===== config.mk =====
export PLATFORM = sky130hd
export DESIGN_NAME = supply_memory_fault_status
export DESIGN_NICKNAME = d
export VERILOG_FILES = /design/src/rtl/fault_status_pkg.sv /design/src/rtl/supply_memory_fault_status.sv
export VERILOG_INCLUDE_DIRS = /design/src /design/src/rtl
export SDC_FILE = /design/constraint.sdc
export NUM_CORES = 1
export LEC_CHECK = 0
export BUFFER_PORTS_ARGS = -buffer_cell sky130_fd_sc_hd__buf_2
export CORE_UTILIZATION = 50
export DETAILED_ROUTE_END_ITERATION = 7
export PLACE_DENSITY = 0.83
export SLEW_MARGIN = 30
export SYNTH_ARGS = -nofsm -noshare
export SYNTH_HDL_FRONTEND = slang
export SYNTH_SLANG_ARGS = --single-unit
export TNS_END_PERCENT = 20

===== constraint.sdc =====
create_clock -name pclk -period 2.6 [get_ports pclk]
set_input_delay 0.52 -clock pclk [delete_from_list [all_inputs] [get_ports pclk]]
set_output_delay 0.52 -clock pclk [all_outputs]
set_load 0.01 [all_outputs]

===== src/rtl/fault_status_cfg.svh =====
// constants for the supply and memory fault status block
`ifndef FAULT_STATUS_CFG_SVH
`define FAULT_STATUS_CFG_SVH
// register byte addresses (printed offsets are indexes, address = 4*index)
`define SUPPLY_STATUS_IDX 8'h02
`define MEMORY_STATUS_IDX 8'h03
`define CONTROL_IDX 8'h10
`define SUPPLY_STATUS_ADDR 12'h008
`define MEMORY_STATUS_ADDR 12'h00c
`define CONTROL_ADDR 12'h040
`define WATCH_ADDR 12'h044
// supply status bit positions
`define SUP_BUF_LOW_BIT 7
`define SUP_BUS_LOW_BIT 6
`define SUP_BUF_HIGH_BIT 5
`define SUP_ANALOG_BIT 3
`define SUP_DIGITAL_BIT 2
`define SUP_OTP_BIT 1
`define SUP_CONT_BIT 0
// memory status bit positions
`define MEM_FACTORY_BIT 7
`define MEM_USER_BIT 6
`define MEM_CHECK_BIT 5
`define MEM_WRITE_BIT 4
`define MEM_TEMP_BIT 2
// control register bits
`define CTL_INIT_DONE_BIT 7
`define CTL_REPORT_DIS_BIT 3
`define CTL_PSI5_BIT 0
// reset values
`define MEM_STATUS_RST 8'h00
`define CONTROL_RST 8'h00
// supply recovery time in microseconds, clock period in ns
`define SUPPLY_RECOVERY_US 1000
`define CLK_PERIOD_NS 100
`define SUPPLY_RECOVERY_CYC ((`SUPPLY_RECOVERY_US * 1000) / `CLK_PERIOD_NS)
`endif


===== src/rtl/fault_status_pkg.sv =====
// types for the supply and memory fault status block
package fault_status_pkg;
   typedef logic [7:0] status_byte_t;
   typedef enum logic [2:0] {
      st_idle = 3'b001,
      st_setup = 3'b010,
      st_access = 3'b100
   } apb_state_t;
endpackage : fault_status_pkg


===== src/rtl/supply_memory_fault_status.sv =====
// supply and memory fault status registers behind an apb slave
//
// Contract
// - buffer supply low sets its flag
// - bus input low sets its flag
// - buffer supply high sets its flag
// - analog regulator out of window sets flag
// - digital regulator out of window sets flag
// - otp regulator out of window sets flag
// - continuity break sets its flag
// - any supply fault reloads shared recovery timer
// - memory status bits 7,6,5,4,2, reset zero
// - factory otp fault sets its flag
// - user otp fault sets its flag
// - read or report clears memory faults
// - after init done, recompute check continuously
// - check mismatch sets check fault flag
// - write-in-progress high during otp programming
// - write-in-progress self clears, reads ignored
// - no fault: timer counts down to zero
// - psi5 or reporting off: mute, autoclear
// - summary flag is or of memory bits
//
// The APB register port was decided locally.
`timescale 1ns/1ps
`include "fault_status_cfg.svh"
module supply_memory_fault_status
   import fault_status_pkg::*;
#(
   parameter int RECOVERY_CYCLES = `SUPPLY_RECOVERY_CYC,
   parameter int TIMER_W = 16,
   parameter int WATCH_W = 8
) (
   input wire logic pclk,
   input wire logic presetn,
   input wire logic clk_en,
   input wire logic psel,
   input wire logic penable,
   input wire logic pwrite,
   input wire logic [11:0] paddr,
   input wire logic [31:0] pwdata,
   input wire logic [3:0] pstrb,
   output logic pready,
   output logic [31:0] prdata,
   output logic pslverr,
   input wire logic buffer_supply_low_in,
   input wire logic bus_input_low_in,
   input wire logic buffer_supply_high_in,
   input wire logic analog_regulator_out_in,
   input wire logic digital_regulator_out_in,
   input wire logic otp_regulator_out_in,
   input wire logic continuity_break_in,
   input wire logic temperature_fault_in,
   input wire logic factory_otp_fault,
   input wire logic user_otp_fault,
   input wire logic otp_program_busy,
   input wire logic [WATCH_W-1:0] watched_regs,
   input wire logic report_supply,
   input wire logic report_memory,
   output logic transmit_enable,
   output logic supply_fault_summary,
   output logic memory_temperature_summary_flag,
   output logic [TIMER_W-1:0] recovery_timer
);

   // ************************************************************
   // pin synchronisers
   // ************************************************************
   localparam int NPIN = 8;
   logic [NPIN-1:0] pin_meta_r;
   logic [NPIN-1:0] pin_sync_r;
   logic [NPIN-1:0] pin_raw;
   assign pin_raw = {temperature_fault_in, buffer_supply_low_in, bus_input_low_in, buffer_supply_high_in,
                     analog_regulator_out_in, digital_regulator_out_in, otp_regulator_out_in, continuity_break_in};

   // monitors are analog, so each pin passes two flop stages before use
   always_ff @(posedge pclk or negedge presetn) begin
      if (!presetn) begin
         pin_meta_r <= '0;
         pin_sync_r <= '0;
      end else if (clk_en) begin
         pin_meta_r <= pin_raw;
         pin_sync_r <= pin_meta_r;
      end
   end

   logic temp_now;
   logic [6:0] supply_now;
   assign temp_now = pin_sync_r[7];
   assign supply_now = pin_sync_r[6:0];

   // ************************************************************
   // apb slave
   // ************************************************************
   logic rd_access;
   logic wr_access;
   logic addr_known;
   assign rd_access = psel && penable && !pwrite && clk_en;
   assign wr_access = psel && penable && pwrite && clk_en;
   assign pready = 1'b1;

   function automatic logic is_mapped(input logic [11:0] a);
      is_mapped = (a == `SUPPLY_STATUS_ADDR) || (a == `MEMORY_STATUS_ADDR) ||
                  (a == `CONTROL_ADDR) || (a == `WATCH_ADDR);
   endfunction : is_mapped

   assign addr_known = is_mapped(paddr);
   assign pslverr = psel && penable && !addr_known;

   logic rd_supply;
   logic rd_memory;
   assign rd_supply = rd_access && (paddr == `SUPPLY_STATUS_ADDR);
   assign rd_memory = rd_access && (paddr == `MEMORY_STATUS_ADDR);

   // ************************************************************
   // control register
   // ************************************************************
   status_byte_t control_r;
   logic init_done;
   logic report_disable;
   logic psi5_mode;
   assign init_done = control_r[`CTL_INIT_DONE_BIT];
   assign report_disable = control_r[`CTL_REPORT_DIS_BIT];
   assign psi5_mode = control_r[`CTL_PSI5_BIT];

   // init done is sticky until reset; once set, other bits freeze
   always_ff @(posedge pclk or negedge presetn) begin
      if (!presetn) begin
         control_r <= `CONTROL_RST;
      end else if (wr_access && paddr == `CONTROL_ADDR && pstrb[0] && !init_done) begin
         control_r <= pwdata[7:0];
      end
   end

   // ************************************************************
   // recovery timer
   // ************************************************************
   logic any_supply;
   logic [TIMER_W-1:0] timer_r;
   assign any_supply = |supply_now;

   always_ff @(posedge pclk or negedge presetn) begin
      if (!presetn) begin
         timer_r <= '0;
      end else if (clk_en) begin
         if (any_supply) begin
            timer_r <= TIMER_W'(RECOVERY_CYCLES);
         end else if (timer_r != '0) begin
            timer_r <= timer_r - 1'b1;
         end
      end
   end
   assign recovery_timer = timer_r;

   // ************************************************************
   // supply status flags
   // ************************************************************
   status_byte_t supply_r;
   status_byte_t supply_set;
   logic timer_zero;
   logic auto_clear;
   logic supply_clear;
   assign timer_zero = (timer_r == '0);
   assign auto_clear = psi5_mode || report_disable;

   always_comb begin
      supply_set = '0;
      supply_set[`SUP_BUF_LOW_BIT] = supply_now[6];
      supply_set[`SUP_BUS_LOW_BIT] = supply_now[5];
      supply_set[`SUP_BUF_HIGH_BIT] = supply_now[4];
      supply_set[`SUP_ANALOG_BIT] = supply_now[3];
      supply_set[`SUP_DIGITAL_BIT] = supply_now[2];
      supply_set[`SUP_OTP_BIT] = supply_now[1];
      supply_set[`SUP_CONT_BIT] = supply_now[0];
   end

   // a clear is only honoured once the timer has run out
   assign supply_clear = timer_zero && (auto_clear || rd_supply || report_supply);

   always_ff @(posedge pclk or negedge presetn) begin
      if (!presetn) begin
         supply_r <= '0;
      end else if (clk_en) begin
         // set wins over clear
         supply_r <= supply_set | (supply_clear ? 8'h00 : supply_r);
      end
   end

   // muted while the timer runs in psi5 or with reporting off
   assign transmit_enable = !(auto_clear && !timer_zero);
   assign supply_fault_summary = |supply_r;

   // ************************************************************
   // register array check
   // ************************************************************
   logic [WATCH_W-1:0] check_ref_r;
   logic check_armed_r;
   logic check_mismatch;
   assign check_mismatch = check_armed_r && (watched_regs != check_ref_r);

   // reference code taken at the first cycle after init done
   always_ff @(posedge pclk or negedge presetn) begin
      if (!presetn) begin
         check_ref_r <= '0;
         check_armed_r <= 1'b0;
      end else if (clk_en && init_done && !check_armed_r) begin
         check_ref_r <= watched_regs;
         check_armed_r <= 1'b1;
      end
   end

   // ************************************************************
   // memory status flags
   // ************************************************************
   status_byte_t memory_r;
   logic mem_clear;
   assign mem_clear = rd_memory || report_memory;

   always_ff @(posedge pclk or negedge presetn) begin
      if (!presetn) begin
         memory_r <= `MEM_STATUS_RST;
      end else if (clk_en) begin
         memory_r[`MEM_FACTORY_BIT] <= factory_otp_fault || (memory_r[`MEM_FACTORY_BIT] && !mem_clear);
         memory_r[`MEM_USER_BIT] <= user_otp_fault || (memory_r[`MEM_USER_BIT] && !mem_clear);
         memory_r[`MEM_CHECK_BIT] <= check_mismatch || (memory_r[`MEM_CHECK_BIT] && !mem_clear);
         memory_r[`MEM_WRITE_BIT] <= otp_program_busy;
         memory_r[`MEM_TEMP_BIT] <= temp_now || (memory_r[`MEM_TEMP_BIT] && !mem_clear);
         memory_r[3] <= 1'b0;
         memory_r[1:0] <= 2'b00;
      end
   end

   assign memory_temperature_summary_flag = |memory_r;

   // ************************************************************
   // read data
   // ************************************************************
   always_ff @(posedge pclk or negedge presetn) begin
      if (!presetn) begin
         prdata <= '0;
      end else if (clk_en && psel && !penable && !pwrite) begin
         // captured in setup so access phase ends in one cycle
         case (paddr)
            `SUPPLY_STATUS_ADDR: prdata <= {24'h000000, supply_r};
            `MEMORY_STATUS_ADDR: prdata <= {24'h000000, memory_r};
            `CONTROL_ADDR: prdata <= {24'h000000, control_r};
            `WATCH_ADDR: prdata <= {{(32-WATCH_W){1'b0}}, check_ref_r};
            default: prdata <= 32'h00000000;
         endcase
      end
   end

endmodule : supply_memory_fault_status


# Word level (Yosys, flattened, before mapping)
# Cells that the tools add are included.
# op_classes
n_reduce_logical	49
addsub	1
mux	4
eq_ne	5
n_bitwise	1
# ops
op	count
16-bit two-way mux	2
8-bit case mux with 4 select lines	1
12-bit by 4-bit equality test with 1-bit output (second input constant)	2
12-bit by 7-bit equality test with 1-bit output (second input constant)	2
1-bit logical AND	23
16-bit logical NOT	1
16-bit nonzero test	1
16-bit by 1-bit subtractor with 16-bit output (second input constant)	1
1-bit logical OR	11
1-bit logical NOT	8
8-bit two-way mux	1
8-bit inequality test	1
8-bit OR	1
8-bit OR reduction	1
7-bit OR reduction	1
5-bit OR reduction	1
2-bit AND reduction	1
2-bit nonzero test	1
# word_totals
wordCells	69
in_bits	75
output_inout_bits	53
register_bits	94

# Depth between registers and ports, before layout
# logic_depth
ltp_word	9
mapped_depth	7
ltp_nobuf	6

# Worst setup path before layout
# OpenSTA, ideal clock, no wires.
# synth_timing
kind	input port to flip-flop
start	in paddr[1]
end	reg control_r[0]
setup_ps	125
path_stages	6
path_slack_ps	503
arrival_ps	1972
path_buffers	2
t_required_ps	2475
cell_sequence	nor4_1 -> and4_1 -> clkbuf_1 -> and3_1 -> buf_2 -> mux2_2
# synth_between
elab_chain_len	4
# synth_rtl
item	line_no	source
from (decl)	supply_memory_fault_status.sv:40	input wire logic [11:0] paddr,
12-bit by 7-bit equality test with 1-bit output	-	
1-bit logical AND (no source line)	-	
1-bit logical AND (2 in series)	supply_memory_fault_status.sv:130	end else if (wr_access && paddr == `CONTROL_ADDR && pstrb[0] && !init_done) begin
to (signal assigned)	supply_memory_fault_status.sv:129	control_r <= `CONTROL_RST;
to (signal assigned)	supply_memory_fault_status.sv:131	control_r <= pwdata[7:0];
to (decl)	supply_memory_fault_status.sv:118	status_byte_t control_r;
# No other way between the ends.
# A chain may end at the register's enable or synchronous reset.

==> impl_results.md <==
* Status: finished, final reports clean
* FFs w/ async S/R, synth at 1.000
* CP Launch Point: recovery_timer[0]
* Worst setup margin at 205.4 ps
* Gr ovfl total at 0
* Hold Fails Final Rpt at 0
* Main combinational cell family by area after synthesis: simple AND/OR/NAND/NOR gates
* Chip width at 88.26 um
* Final setup viols at 0
* Avg Inst Size Synth at 10.54 um2
* Syn Inst Count at 353
* Post-CTS Resized at 0
* TNS Setup at 0 ps
* Clock Skew at between 10 and 15 ps
* Mux contribution to synthesized area at 0.1588
* First-pass GRT wire length at 12780 um
* CP cell instances: inv_1, ha_1, nor4b_2, nand4_1, o21ai_0, buf_2
* Post-synthesis compound-gate area fraction at 0.1164
* Worst slew pin tran at 756.6 ps
* H-Tree Depth at 3
* Setup crit start kind: flop
* Slowest library cell on the worst path: dfrtp_1
* Diode count at 0
* Worst Path Required at 2080 ps
* Yosys reg bits at a little under 70
* Antenna Nets Post-Route at 0
* Port Buffers at 75
* Root buffer selected by CTS: clkbuf_8
* Number of max-cap violations at 0
* Fin. max-slew vios at 0
* Adder-Cell Fraction of Synth Area at 0.006727
* Tmin final at 2395 ps
* Crit-path max cell delay at between 400 and 500 ps
* XOR/XNOR Fraction of Synth Area at 0.01884
* Rows at 31
* DRT iter0 DRCs at 205
* WL/cell at approximately 15 um
* Post-synth top area cell: dfrtp_1
* Tightest Hold Check Type: primary input to async pin
* Ys flop type: dfrtp_1
* TritonCTS buffer count at 9
* Final wirelength at 8050 um
* PD cells at 515.0 nW/um2
* Top-count cell post-synth: dfrtp_1
* Critical path fanouts, max at 5
* VDD IR max at 0.0003156 V
* CTS Hold Bufs at 0
* Arrival time worst endpoint at 1870 ps
* Fmax at 417.6 MHz
* Post-CTS Setup Bufs at 0
* Clk sink count at 69
* Static Leak at 1.977 nW
* Synth top area share at 0.4642
* Initial Util at 0.5156
* Total GRT Usage at 0.2178
* Initial antenna violation count at 0
* Die H at 88.26 um
* CTS tree: built
* Crit path kind: flop to output port
* Largest net degree at the start of global routing at 41
* Worst r2r dst: recovery_timer[8]
* Vias at 2954
* RSZ-0062 raised after global routing: no
* Tcrit/Tclk final at 0.9210
* Synth Area in Simple Gates at 0.1631
* Routed vias/inst at 5.511
* I/O Pins at 128
* Relative slew slack at 0.4917
* Count of cell types in the netlist at 49
* Share of cells above drive strength 1 at 0.3341
* Initial DRT Pass Iterations at 4
* # nets final at a little over 500
* Reg clk slew, reported paths at 80 ps
* Clock Path Buffers at 2
* Post-synth top cells: 69 x dfrtp_1, 40 x mux2_2, 31 x nand2_1
* Reg2Reg Launch Point: recovery_timer[0]
* Synth warnings at 0
* Die ar. at 7789 um2
* Seq/Total Area, Yosys at 0.4642
* Core Footprint at between 7000 and 8000 um2
* Kind of end point of the critical path: output port
* Clock Latency Late Sink at 350 ps
* DRC at 0
* R2r setup slk at 490 ps
* Post-synth EDFFs at 0
* GP Congestion at 0.8707
* Hpwl dp at ~6000 um
* Mapped Area at 3720 um2
* Vias in the first global route at roughly 2700
* Reg2reg path depth at 6
* DP Worst Slack at 288.8 ps
* Ranking of synthesized cells by area: dfrtp_1 46%, mux2_2 12%, buf_4 5.0%
* Layout area overhead at 16.08%
==> cell families after synthesis <==
logic type | after synthesis
AOI/OAI and AO/OA | 69
muxes | 54
and+or+nand+nor | 107
DFF | 69
xor gates and xnor gates | 8
other | 2
buffers and inverters | 42
adders and majority gates | 2
==> worst max-delay path by stage <==
stage	depth (start not counted)	slack [ps]	endpoint
after floorplan	6	500	control_r[0]
after global placement	5	290	control_r[6]
after detailed placement	5	290	control_r[2]
after CTS	6	100	transmit_enable
after global routing	4	20	transmit_enable
final	6	210	transmit_enable
==> layout make-up <==
| type | count | area, um2 |
|---|---|---|
| clock buffers | 9 | 123.9 |
| flip-flops and latches | 69 | 1727 |
| well taps | 99 | 123.9 |
| multi-input cells | 265 | 1826 |
| repair buffers | 84 | 455.4 |
| inverters | 3 | 11.26 |
| fillers | 614 | 2897 |
| clock inverters | 7 | 51.30 |
==> state kept, by name (all words and copies together) (netlist names) <==
name	cells
recovery_timer	16
check_ref_r	8
control_r	8
pin_meta_r	8
pin_sync_r	8
prdata	8
supply_r	7
memory_r	5
check_armed_r	1
==> worst max-delay path: cells and delay by family (launching register included) <==
family	cells	cell delay (ps)
AO/OA/AOI/OAI	1	160
adder cells (fa/ha/maj)	1	200
buffers and inverters	2	280
flip-flops	1	430
AND/OR/NAND/NOR	2	460
==> metal layers <==
metal | wire length (um) | global-route usage | up-vias
met4 | 113 | 0.08651 | 0
met1 | 3522 | 0.2903 | 1445
met2 | 4045 | 0.3490 | 97
li1 | - | - | 1400
met3 | 369 | 0.04571 | 12
met5 | 0 | 0 | -
==> per-stage QoR <==
step,cell area [um2],total power [mW],hold WS (ps),utilization,cells
after CTS,4312,2.244,218.5,0.5976,536
after floorplan,3806,1.377,224.4,-,376
final,4318,2.224,214.1,0.5985,536
after global placement,4136,1.458,450.0,0.5734,520
after global routing,4318,2.331,247.4,0.5985,536
after detailed placement,4136,1.471,473.3,0.5734,520
==> power by group <==
group	internal [mW]	total (mW)	switching (mW)
registers	1.12	1.17	0.0481
clock network	0.348	0.773	0.425
logic	0.127	0.280	0.153
==> cells in the final DEF (no fill, tap or decap), types with 4 or more instances in the layout <==
cell       instances
buf_2             75
dfrtp_1           69
mux2_2            40
nand2_1           31
conb_1            25
o21ai_0           20
a21oi_1           16
mux2i_1           14
nor3_1             9
clkbuf_8           9
nor2_1             8
xnor2_1            8
buf_4              8
nor4_1             7
o211ai_1           7
nand3_1            7
nand2b_1           7
o31ai_1            5
a31oi_1            5
nand4_1            4
and4_1             4
nand3b_1           4
o2bb2ai_1          4
(Power assumes the default switching activity.)
